<file path="config.mk">
export PLATFORM = sky130hd
export DESIGN_NAME = scanned_key_cam
export DESIGN_NICKNAME = d
export VERILOG_FILES = /design/src/cam_pkg.sv /design/src/scanned_key_cam.sv
export SDC_FILE = /design/constraint.sdc
export NUM_CORES = 1
export LEC_CHECK = 0
export BUFFER_PORTS_ARGS = -buffer_cell sky130_fd_sc_hd__buf_2
export CORE_MARGIN = 4
export CORE_UTILIZATION = 55
export CTS_BUF_LIST = sky130_fd_sc_hd__clkbuf_16
export DETAILED_ROUTE_END_ITERATION = 16
export PLACE_DENSITY_LB_ADDON = 0.25
export REMOVE_ABC_BUFFERS = 1
export SYNTH_ARGS = -nofsm -noshare
export SYNTH_HDL_FRONTEND = slang
export SYNTH_SLANG_ARGS = --single-unit
</file>
<file path="constraint.sdc">
create_clock -name clock_i -period 12.1 [get_ports clock_i]
set_clock_uncertainty 0.2 [all_clocks]
set_input_delay 3.025 -clock clock_i [delete_from_list [all_inputs] [get_ports clock_i]]
set_output_delay 3.025 -clock clock_i [all_outputs]
set_load 0.1 [all_outputs]
</file>
<file path="src/cam_pkg.sv">
// Constants for the scanned-key associative memory.
// Assumes a single 100 MHz clock domain supplied by the system.
package cam_pkg;
    // Eight words per memory element, key bits in multiples of eight
    localparam int unsigned WORDS_PER_ELEM = 8;
    localparam int unsigned ELEMS = 2;
    localparam int unsigned WORDS = WORDS_PER_ELEM * ELEMS;
    localparam int unsigned KEY_ELEMS = 2;
    localparam int unsigned KEY_BITS = 8 * KEY_ELEMS;
    localparam int unsigned KEY_AW = $clog2(KEY_BITS);
    localparam int unsigned DATA_BITS = 8;
    localparam int unsigned WORD_AW = 4;
    localparam int unsigned ELEM_AW = 1;
    localparam logic [WORDS-1:0] MATCH_RESET = '0;
    localparam logic [KEY_AW-1:0] SCAN_RESET = '0;
endpackage

</file>
<file path="src/scanned_key_cam.sv">
// Scanned-key associative memory: key registers scanned bit by bit,
// per-word compare cells, encoder networks and a scratchpad data section.
// Assumes the controller drives scan steps and keeps at most one match.
`timescale 1ns/10ps
`default_nettype none
module scanned_key_cam (
    input wire logic clock_i,
    input wire logic rst_i,
    // Key section scan port
    input wire logic [cam_pkg::KEY_AW-1:0] bit_addr_i,
    input wire logic key_wr_i,
    input wire logic [cam_pkg::WORDS-1:0] key_wr_word_i,
    input wire logic key_wr_bit_i,
    output logic [cam_pkg::WORDS-1:0] key_bits_o,
    // Search control
    input wire logic search_start_i,
    input wire logic search_step_i,
    input wire logic search_key_bit_i,
    output logic [cam_pkg::WORDS-1:0] match_o,
    output logic hit_o,
    output logic [cam_pkg::WORD_AW-1:0] word_addr_o,
    // Data section
    input wire logic write_en_i,
    input wire logic [cam_pkg::DATA_BITS-1:0] wr_data_i,
    output logic [cam_pkg::DATA_BITS-1:0] rd_data_o
);
    typedef struct packed {
        logic [cam_pkg::WORDS-1:0][cam_pkg::KEY_BITS-1:0] key;
        logic [cam_pkg::WORDS-1:0] match;
        logic [cam_pkg::DATA_BITS-1:0] rd_data;
    } state_t;

    state_t s_q;
    state_t s_d;
    logic [cam_pkg::DATA_BITS-1:0] data_mem [cam_pkg::WORDS];
    logic [cam_pkg::ELEMS-1:0][3:0] enc;
    logic [cam_pkg::WORDS-1:0] cmp_ok;
    logic [cam_pkg::WORD_AW-1:0] sel_word;
    logic [cam_pkg::ELEM_AW-1:0] sel_elem;
    logic any_hit;

    // Per-word compare cell: selected key bit against the broadcast bit
    for (genvar w = 0; w < cam_pkg::WORDS; w++) begin : g_cell
        assign cmp_ok[w] = (s_q.key[w][bit_addr_i] == search_key_bit_i);
        assign key_bits_o[w] = s_q.key[w][bit_addr_i];
    end

    // Address encoders, one per group of eight words
    for (genvar e = 0; e < cam_pkg::ELEMS; e++) begin : g_enc
        logic [7:0] c;
        assign c = s_q.match[e*8 +: 8];
        assign enc[e][0] = c[1] | c[3] | c[5] | c[7];
        assign enc[e][1] = c[2] | c[3] | c[6] | c[7];
        assign enc[e][2] = c[4] | c[5] | c[6] | c[7];
        assign enc[e][3] = enc[e][0] | enc[e][1] | enc[e][2] | c[0];
    end

    // Group select from the active encoder; relies on a single match
    always_comb begin
        sel_elem = '0;
        any_hit = 1'b0;
        for (int e = 0; e < cam_pkg::ELEMS; e++) begin
            if (enc[e][3]) begin
                sel_elem = e[cam_pkg::ELEM_AW-1:0];
                any_hit = 1'b1;
            end
        end
        sel_word = {sel_elem, enc[sel_elem][2:0]};
    end

    always_comb begin
        s_d = s_q;
        for (int w = 0; w < cam_pkg::WORDS; w++) begin
            if (key_wr_i && key_wr_word_i[w]) begin
                s_d.key[w][bit_addr_i] = key_wr_bit_i;
            end
        end
        if (search_start_i) begin
            // New search arms every word; the first step may come with it
            s_d.match = '1;
            if (search_step_i) begin
                s_d.match = cmp_ok;
            end
        end else if (search_step_i) begin
            s_d.match = s_q.match & cmp_ok;
        end
        s_d.rd_data = any_hit ? data_mem[sel_word] : '0;
    end

    // Match flags are armed during a search, so they only count as
    // a hit once the controller stops stepping; it gates that itself.
    always_ff @(posedge clock_i or posedge rst_i) begin
        if (rst_i) begin
            s_q.key <= '0;
            s_q.match <= cam_pkg::MATCH_RESET;
            s_q.rd_data <= '0;
        end else begin
            s_q <= s_d;
        end
    end

    // Scratchpad write, whole word in parallel
    always_ff @(posedge clock_i) begin
        if (write_en_i && any_hit) begin
            data_mem[sel_word] <= wr_data_i;
        end
    end

    assign match_o = s_q.match;
    assign hit_o = any_hit;
    assign word_addr_o = sel_word;
    assign rd_data_o = s_q.rd_data;
endmodule
`default_nettype wire

</file>
==> results of run 1 <==
## synthesized netlist by cell type (all sizes together), types with 2 or more instances
cell / n
and3: 2
or3: 3
or4: 6
a22oi: 4
a32oi: 2
nor4: 8
o31ai: 4
xor2: 16
edfxtp: 128
mux2i: 5
inv: 6
o21ai: 266
a2111oi: 5
nor3: 25
a221oi: 7
and2: 20
nand2b: 4
nand3: 268
a21oi: 31
clkbuf: 123
mux4: 80
o21a: 4
buf: 62
dfrtp: 280
nand4: 7
a31oi: 9
nor2: 51
o22ai: 6
a21o: 4
o221ai: 15
and4: 2
nor2b: 4
nand2: 324
## where the power goes
group	switching [mW]	total (mW)	internal (mW)	leakage, nW
Clock	0.543	1.28	0.738	0.698
Sequential	0.120	1.72	1.60	4.75
Combinational	0.527	0.743	0.216	3.47
Total	1.19	3.75	2.56	8.92
## layout by cell type (no fill, tap or decap), types with 3 or more instances in the layout
master and count:
a21oi_1 31, clkinvlp_4 3, a21o_1 4, and2_0 7
nor2_1 51, nor3_1 18, nand2b_1 4, xor2_1 16
a31oi_1 8, nor2b_1 4, nand2_1 324, a22oi_1 4
and2_1 13, o21a_1 4, a221oi_1 7, inv_1 12
mux2i_1 5, o31ai_1 3, buf_2 77, o221ai_1 15
nor3_2 6, clkinv_1 7, o22ai_1 6, nor4_1 6
or3_1 3, a2111oi_0 4, clkinv_2 8, or4_1 6
nand3_1 268, mux4_2 80, nand4_1 7, dfrtp_1 280
edfxtp_1 128, clkbuf_16 47, o21ai_0 265, buf_4 27
## sequential cells by signal, indices dropped and copies added, names as in the netlist
name / count
data_mem: 128
match_o: 16
rd_data_o: 8
s_q: 256
## critical path: cells and delay by family
| kind | cells | cell delay [ns] |
|---|---|---|
| buffers and inverters | 3 | 1.62 |
| multiplexers | 2 | 1.17 |
## final cells by class
class                           instances  area [sq um]  share of cell area
Tap cell                              448           561              0.0270
Sequential cell                       408         10900               0.523
Inverter                                6          30.0             0.00145
Multi-Input combinational cell       1190          7350               0.354
Clock inverter                         29           183             0.00881
Clock buffer                           47          1180              0.0567
Timing Repair Buffer                  105           599              0.0289
## per-layer routing
| metal | vias up | routed length [microns] | GRT usage |
|---|---|---|---|
| li1 | 6359 | - | - |
| met1 | 7415 | 21500 | 0.403 |
| met2 | 1069 | 26700 | 0.474 |
| met3 | 235 | 6150 | 0.0641 |
| met4 | 0 | 3440 | 0.147 |
| met5 | - | 0 | 0 |
## worst paths after layout
path | startpoint | endpoint | slack (ns)
worst max-delay path | bit_addr_i[0] | key_bits_o[1] | 2.98
worst min-delay path | s_q[151]$_DFFE_PP0P_ | s_q[151]$_DFFE_PP0P_ | 0.30
worst max register to register | match_o[11]$_DFFE_PP0P_ | rd_data_o[5]$_DFF_PP0_ | 7.89
worst min register to register | s_q[151]$_DFFE_PP0P_ | s_q[151]$_DFFE_PP0P_ | 0.30
max in group asynchronous | rst_i | s_q[78]$_DFFE_PP0P_ | 7.57
min in group asynchronous | rst_i | rd_data_o[1]$_DFF_PP0_ | 2.45
## metrics by stage
stage | hold slack [ns] | std cells
finish | 0.304 | 2233
global route | 0.327 | 2233
CTS | 0.305 | 2233
detailed placement | 0.290 | 2157
global placement | 0.285 | 2157
floorplan | 0.269 | 1604
## kinds of logic after synthesis
family          after synthesis
flops                       408
simple gates                726
compound gates              363
mux                          85
buf+inv                     191
xor+xnor                     16
==> run summary, run 1 <==
I/O pin total -> 81
DRC -> 0
Synth-to-Final Area Change -> 9.19%
R2R cell count -> 7
vias in the first global route -> 14753
Setup Buffers After CTS -> 0
PostCTS Resize Cnt -> 0
Crit path arrival time -> 5.89 ns
Worst path max stage delay -> 0.65 ns
Hold Path Class -> flip-flop to flip-flop
post-route antenna net violation count -> 0
Hold Fails Final Rpt -> 0
Yosys cell types -> 51
synthesized area -> 0.0190 sq mm
CP Capture Type -> output port
DR iter-0 viols -> 1913
CTS Buffer Depth -> 3
Buffers on Ports -> 80
fin. max-slew vios -> 0
Max-Cap Viols -> 0
share of cells above drive strength 1 -> 0.146
Yosys top cell area share -> 0.369
Final Cycle Share -> 0.754
antenna diode count -> 0
Total Power -> 3.75 mW
final worst slack -> 2.98 ns
routed wire length -> 57.8 mm
pre-CTS WS -> 2.99 ns
CP required -> 8.88 ns
outcome -> complete, no violations
Cell Rows -> 67
fill cell count -> 2698
CTS Hold Buffers Added -> 0
TritonCTS buffer count -> 43
total grt overflow -> 0
post-DR vias/cell -> 6.75
Final setup viols -> 0
CTS tree -> yes
Mean Syn Cell Area -> 10.6 sq um
f_max -> 110 MHz
async set-or-reset flop fraction in the synthesized netlist -> 0.686
crit path kind -> input pin to output port
Initial Util -> 0.562
min cycle time layout -> 9.12 ns
Core ar. -> 0.0338 sq mm
EDFF count, synth -> 128
Hold Path Stages -> 2
pin count of the biggest net entering global routing -> 134
dpl hpwl -> 34.2 mm
initial antenna violation count -> 0
Seq/Total Area, Yosys -> 0.571
GRT Overall Usage -> 0.301
Final Cell Area -> 0.0207 sq mm
Via Count -> 15078
DR pass1 iterations -> 6
cells along the critical path -> buf_4 > buf_4 > mux4_2 > mux4_2 > buf_2
later-pin clock latency in the skew report -> 0.54 ns
CTS root buffer -> clkbuf_16
Max transition margin -> 0.182
Synth Area in XOR/XNOR -> 0.00738
Die Footprint -> 0.0376 sq mm
Fin Setup TNS -> 0 ns
first-pass GRT wire length -> 88.3 mm
multiplexer share of the synthesized area -> 0.0975
Finished Core Util -> 0.614
PwrDens -> 181 mW/mm^2
Top FF cell, synth -> dfrtp_1
Vert. Die Dim -> 194 microns
Worst-Margin Slew -> 1.22 ns
Max VDD drop -> 0.000185 V
compound-cell area share of the yosys netlist -> 0.107
unrepaired setup endpoints after global routing -> no
area leader, netlist -> dfrtp_1
Worst path slowest cell -> buf_4
clk sink count -> 408
Worst Path Max Fanout -> 48
Startpoint Class -> input pin
simple logic cell fraction of the synthesized area -> 0.172
nets -> 1790
cells taking the most area after synthesis -> dfrtp_1, edfxtp_1, mux4_2
Synth Warn # -> 0
mean routed wirelength per cell -> 25.9 microns
depth of the CTS H-tree -> 2
largest family of logic cells by synthesized area -> simple AND/OR/NAND/NOR gates
clk slew on worst S/H paths -> 0.06 ns
synthesized flop and latch total -> 408
Cell Area, Placed -> 0.0194 sq mm
Post-Synthesis Cells -> 1789
Leak -> 8.92 nW
final RePlAce weighted congestion -> 0.947
adder-cell area share of the yosys netlist -> 0
die span in x -> 194 microns
No activity file was read; power rests on OpenSTA's default activity.
==> inputs of run 2 (changes only) <==
Clock period 12.1 ns to 8.4 ns, I/O delays scaled along.
==> run summary, run 2 (synthesized netlist as in run 1, its figures left out) <==
outcome -> complete, no violations
Vert. Die Dim -> 194 microns (unchanged)
Worst path max stage delay -> 0.60 ns (-0.05 ns)
Max VDD drop -> 0.000182 V (-1.4%)
Hold Fails Final Rpt -> 0 (unchanged)
total grt overflow -> 0 (unchanged)
later-pin clock latency in the skew report -> 0.55 ns (about the same)
post-route antenna net violation count -> 0 (unchanged)
GRT Overall Usage -> 0.299 (-0.00202)
final RePlAce weighted congestion -> 0.914 (-3.5%)
Worst Path Max Fanout -> 40 (-17%)
Total Power -> 5.52 mW (+47%)
PostCTS Resize Cnt -> 0 (unchanged)
Worst path slowest cell -> buf_4
CTS Hold Buffers Added -> 0 (unchanged)
CP required -> 6.10 ns (-2.78 ns)
CTS root buffer -> clkbuf_16
fin. max-slew vios -> 0 (unchanged)
Die Footprint -> 0.0376 sq mm (unchanged)
Leak -> 8.99 nW (+0.81%)
vias in the first global route -> 14393 (-2.4%)
pin count of the biggest net entering global routing -> 164 (+22%)
DR iter-0 viols -> 2284 (+19%)
Hold Path Class -> flip-flop to flip-flop
PwrDens -> 265 mW/mm^2 (+47%)
Cell Rows -> 67 (unchanged)
Reg area -> 0.0109 sq mm (unchanged)
share of cells above drive strength 1 -> 0.148 (+0.00216)
CTS tree -> yes
unrepaired setup endpoints after global routing -> no
clk slew on worst S/H paths -> 0.06 ns (about the same)
routed wire length -> 57.8 mm (about the same)
dpl hpwl -> 34.0 mm (-0.77%)
sequential share of power -> 0.450 (-0.010)
Startpoint Class -> input pin
Fin Setup TNS -> 0 ns (unchanged)
mean routed wirelength per cell -> 25.9 microns (about the same)
clock share of power -> 0.357 (+0.015)
Initial Util -> 0.562 (unchanged)
f_max -> 143 MHz
Via Count -> 14966 (-0.74%)
Buffers on Ports -> 80 (unchanged)
Core ar. -> 0.0338 sq mm (unchanged)
combinational share of power -> 0.194 (-0.004)
Final Cycle Share -> 0.830
TritonCTS buffer count -> 42 (-2.3%)
antenna diode count -> 0 (unchanged)
Top reg by flops -> s_q
Final setup viols -> 0 (unchanged)
cells along the critical path -> buf_4 > buf_4 > mux4_2 > mux4_2 > buf_2
initial antenna violation count -> 0 (unchanged)
depth of the CTS H-tree -> 2 (unchanged)
first-pass GRT wire length -> 87.6 mm (-0.74%)
min cycle time layout -> 6.97 ns
I/O pin total -> 81 (unchanged)
nets -> 1789 (-0.056%)
commonest non-fill, non-tap cell in the layout -> nand2_1
Worst-Margin Slew -> 1.24 ns (+0.0152 ns)
Max transition margin -> 0.168 (-0.0142)
DRC -> 0 (unchanged)
Setup Buffers After CTS -> 0 (unchanged)
DR pass1 iterations -> 6 (unchanged)
P_int -> 3.80 mW (+48%)
Net Switching -> 1.72 mW (+45%)
Max-Cap Viols -> 0 (unchanged)
max reg flops -> 256 (unchanged)
area of the multi-input gates -> 0.00735 sq mm (unchanged)
clk sink count -> 408 (unchanged)
CP Capture Type -> output port
sw frac -> 0.312 (-0.00520)
Crit path arrival time -> 4.67 ns (-1.22 ns)
post-DR vias/cell -> 6.70 (-0.79%)
die span in x -> 194 microns (unchanged)
Synth-to-Final Area Change -> 9.82%
most frequent cells in the layout -> nand2_1, dfrtp_1, nand3_1, o21ai_0, edfxtp_1
crit path kind -> input pin to output port
CTS Buffer Depth -> 3 (unchanged)
fill cell count -> 2694 (-0.15%)
[run 2: cell count changes in the layout (fill, tap and decap cells not counted), sizes merged]
cell	before	now
clkbuf	47	48
clkinv	15	11
inv	15	18
bufinv	2	5
clkinvlp	3	1
[run 2: worst paths after layout]
| kind | from | end | slack (ns) | cells after the start |
|---|---|---|---|---|
| worst min register to register | s_q[234]$_DFFE_PP0P_ | s_q[234]$_DFFE_PP0P_ | 0.30 | 2 |
| worst max register to register | match_o[6]$_DFFE_PP0P_ | data_mem[0][3]$_DFFE_PP_ | 4.26 | 4 |
| max in group asynchronous | rst_i | s_q[72]$_DFFE_PP0P_ | 4.97 | 3 |
| min in group asynchronous | rst_i | rd_data_o[1]$_DFF_PP0_ | 1.49 | 2 |
| worst max-delay path | bit_addr_i[0] | key_bits_o[11] | 1.43 | 5 |
| worst min-delay path | s_q[234]$_DFFE_PP0P_ | s_q[234]$_DFFE_PP0P_ | 0.30 | 2 |
[run 2: cell type report]
cell class                 instances  area share
tap                              448      0.0269
clock buffer                      48      0.0576
sequential                       408       0.520
inverter                           6     0.00144
multi-input combinational       1190       0.352
timing repair buffer             105      0.0293
clock inverter                    29      0.0127
[run 2: metrics by stage]
step | std cells | hold WS, ns | utilization | worst slack (ns) | area (sq um)
2_1_floorplan | 1604 | 0.269 | - | -1.62 | 18200
3_3_place_gp | 2157 | 0.283 | 0.574 | 1.46 | 19400
3_5_place_dp | 2157 | 0.290 | 0.574 | 1.41 | 19400
4_1_cts | 2234 | 0.306 | 0.618 | 1.42 | 20900
5_1_grt | 2234 | 0.324 | 0.618 | 1.30 | 20900
6_report | 2234 | 0.305 | 0.618 | 1.43 | 20900
[run 2: critical path, delay by kind of cell]
family / cells / cell delay [ns]
mux: 2 / 1.12
buf+inv: 3 / 1.40
[run 2: power groups by stage]
stage          sequential [mW]  combinational [mW]  clock [mW]
2_1_floorplan             2.61               0.624           0
4_1_cts                   2.47                1.06        1.98
3_5_place_dp              2.51                1.06           0
3_3_place_gp              2.50                1.04           0
5_1_grt                   2.50                1.14        2.06
6_report                  2.48                1.07        1.97
[run 2: metal layers]
metal / part of all wire / wire [microns] / global-route usage / vias to the layer above
met5: 0 / 0 / 0 / -
li1: - / - / - / 6373
met3: 0.11 / 6380 / 0.0631 / 220
met2: 0.45 / 26200 / 0.464 / 1024
met4: 0.060 / 3460 / 0.138 / 0
met1: 0.38 / 21700 / 0.410 / 7349
==> inputs of run 3 (changes only) <==
Clock period 8.4 ns to 6.05 ns, I/O delays scaled along.
==> run summary, run 3 (synthesized netlist as in run 1, its figures left out) <==
Worst path slowest cell -> buf_4
Total Power -> 7.55 mW (+37%)
antenna diode count -> 0 (unchanged)
PostCTS Resize Cnt -> 0 (unchanged)
PwrDens -> 362 mW/mm^2 (+37%)
Max-Cap Viols -> 0 (unchanged)
CTS tree -> yes
most frequent cells in the layout -> nand2_1, dfrtp_1, nand3_1, o21ai_0, edfxtp_1
Via Count -> 15191 (+1.5%)
die span in x -> 194 microns (unchanged)
routed wire length -> 59.2 mm (+2.4%)
combinational share of power -> 0.200 (+0.006)
Buffers on Ports -> 80 (unchanged)
pre-CTS WS -> 0.537 ns (-0.878 ns)
CP Capture Type -> output port
max reg flops -> 256 (unchanged)
Cell Rows -> 67 (unchanged)
Reg2Reg Setup Slack -> 2.50 ns (-1.76 ns)
final RePlAce weighted congestion -> 0.937 (+2.5%)
reg2reg start -> match_o[13]$_DFFE_PP0P_
CTS Buffer Depth -> 3 (unchanged)
grt peak-use layer -> met2
Fin Setup TNS -> 0 ns (unchanged)
total grt overflow -> 0 (unchanged)
vias in the first global route -> 14989 (+4.1%)
Net Switching -> 2.40 mW (+39%)
P_int -> 5.15 mW (+36%)
outcome -> complete, no violations
Hold Path Stages -> 2 (unchanged)
Worst Path Max Fanout -> 34 (-15%)
pin count of the biggest net entering global routing -> 136 (-17%)
Min-Delay Endpoint -> s_q[186]$_DFFE_PP0P_
f_max -> 182 MHz
Worst path max stage delay -> 0.56 ns (-0.04 ns)
clk sink count -> 408 (unchanged)
Final setup viols -> 0 (unchanged)
dpl hpwl -> 35.3 mm (+4.0%)
R2R Path End -> data_mem[2][6]$_DFFE_PP_
R2R cell count -> 5 (+1)
Initial Util -> 0.562 (unchanged)
met3 usage -> 0.0772 (+0.0141)
Worst Path Buf+Inv -> 3 (unchanged)
TritonCTS buffer count -> 42 (unchanged)
clock share of power -> 0.345 (-0.012)
cells along the critical path -> buf_4 > buf_12 > mux4_2 > mux4_2 > buf_2
Finished Core Util -> 0.618 (+0.000703)
Crit path arrival time -> 3.79 ns (-0.88 ns)
CTS Hold Buffers Added -> 0 (unchanged)
depth of the CTS H-tree -> 2 (unchanged)
Startpoint Class -> input pin
critical path launch point -> bit_addr_i[0]
first-pass GRT wire length -> 90.4 mm (+3.1%)
Synth-to-Final Area Change -> 9.94%
mean routed wirelength per cell -> 26.4 microns (+1.9%)
unrepaired setup endpoints after global routing -> no
crit path kind -> input pin to output port
Leak -> 8.99 nW (about the same)
M2 GR Usage -> 0.475 (+0.0118)
Die Footprint -> 0.0376 sq mm (unchanged)
sequential share of power -> 0.455 (+0.005)
CP required -> 4.34 ns (-1.76 ns)
Top reg by flops -> s_q
Core ar. -> 0.0338 sq mm (unchanged)
DR iter-0 viols -> 2237 (-2.1%)
GRT Overall Usage -> 0.308 (+0.00953)
min cycle time layout -> 5.51 ns
share of cells above drive strength 1 -> 0.152 (+0.00363)
CTS root buffer -> clkbuf_16
post-route antenna net violation count -> 0 (unchanged)
Max VDD drop -> 0.000282 V (+55%)
DR pass1 iterations -> 9 (+3)
post-DR vias/cell -> 6.77 (+1.1%)
Max transition margin -> 0.127 (-0.0403)
Vert. Die Dim -> 194 microns (unchanged)
initial antenna violation count -> 2 (+2)
nets -> 1800 (+0.61%)
final worst slack -> 0.544 ns (-0.887 ns)
Hold Fails Final Rpt -> 0 (unchanged)
I/O pin total -> 81 (unchanged)
Final Cycle Share -> 0.910
CP delay by family, top -> buffers and inverters
Setup Buffers After CTS -> 0 (unchanged)
Worst-Margin Slew -> 1.30 ns (+0.0592 ns)
Hold Path Class -> flip-flop to flip-flop
Worst Hold Launch -> s_q[186]$_DFFE_PP0P_
clk slew on worst S/H paths -> 0.06 ns (about the same)
sw frac -> 0.318 (+0.00555)
later-pin clock latency in the skew report -> 0.55 ns (about the same)
commonest non-fill, non-tap cell in the layout -> nand2_1
DRC -> 0 (unchanged)
M1 GR Usage -> 0.409 (-0.00131)
fin. max-slew vios -> 0 (unchanged)
most used cell, CP -> mux4_2
run 3: cell types whose count changed in the layout (fill, tap and decap cells not counted), sizes merged:
cell,change
buf,+11
clkbuf,-5
clkinv,+4
clkinvlp,+2
inv,-2
run 3: power by group through the flow:
stage                     clock (mW)  combinational, mW  sequential (mW)
after floorplan                    0              0.866             3.62
final                           2.61               1.51             3.44
after global placement             0               1.45             3.47
after detailed placement           0               1.50             3.47
after CTS                       2.63               1.50             3.42
after global routing            2.75               1.61             3.47
run 3: through the flow:
stage	cell area (sq um)	instances	hold WS [ns]
floorplan	18200	1604	0.269
global placement	19500	2168	0.285
detailed placement	19500	2168	0.289
CTS	20900	2244	0.305
global route	20900	2244	0.329
finish	20900	2244	0.308
run 3: worst max path at each step:
stage / to / cells past startpoint / slack [ns]
CTS: key_bits_o[13] / 5 / 0.53
global route: key_bits_o[13] / 5 / 0.42
floorplan: match_o[0]$_DFFE_PP0P_ / 1 / -3.38
detailed placement: key_bits_o[13] / 5 / 0.54
finish: key_bits_o[13] / 5 / 0.54
global placement: key_bits_o[13] / 5 / 0.56
run 3: routing by layer:
layer	up-vias	wire, microns
li1	6388	-
met1	7515	21600
met2	1035	26800
met3	249	6880
met4	4	3790
met5	-	29
run 3: worst min-delay path: stages (launching register included):
cell and delay [ns]:
dfrtp_1 0.33, o21ai_0 0.08, nand2_1 0.07
run 3: final cells by class:
type | instances | area [sq um]
sequential | 408 | 10900
inverter | 6 | 30.0
multi-input combinational | 1190 | 7350
timing repair buffer | 116 | 719
clock inverter | 33 | 305
clock buffer | 43 | 1080
tap | 448 | 561
fill | 2672 | 12900
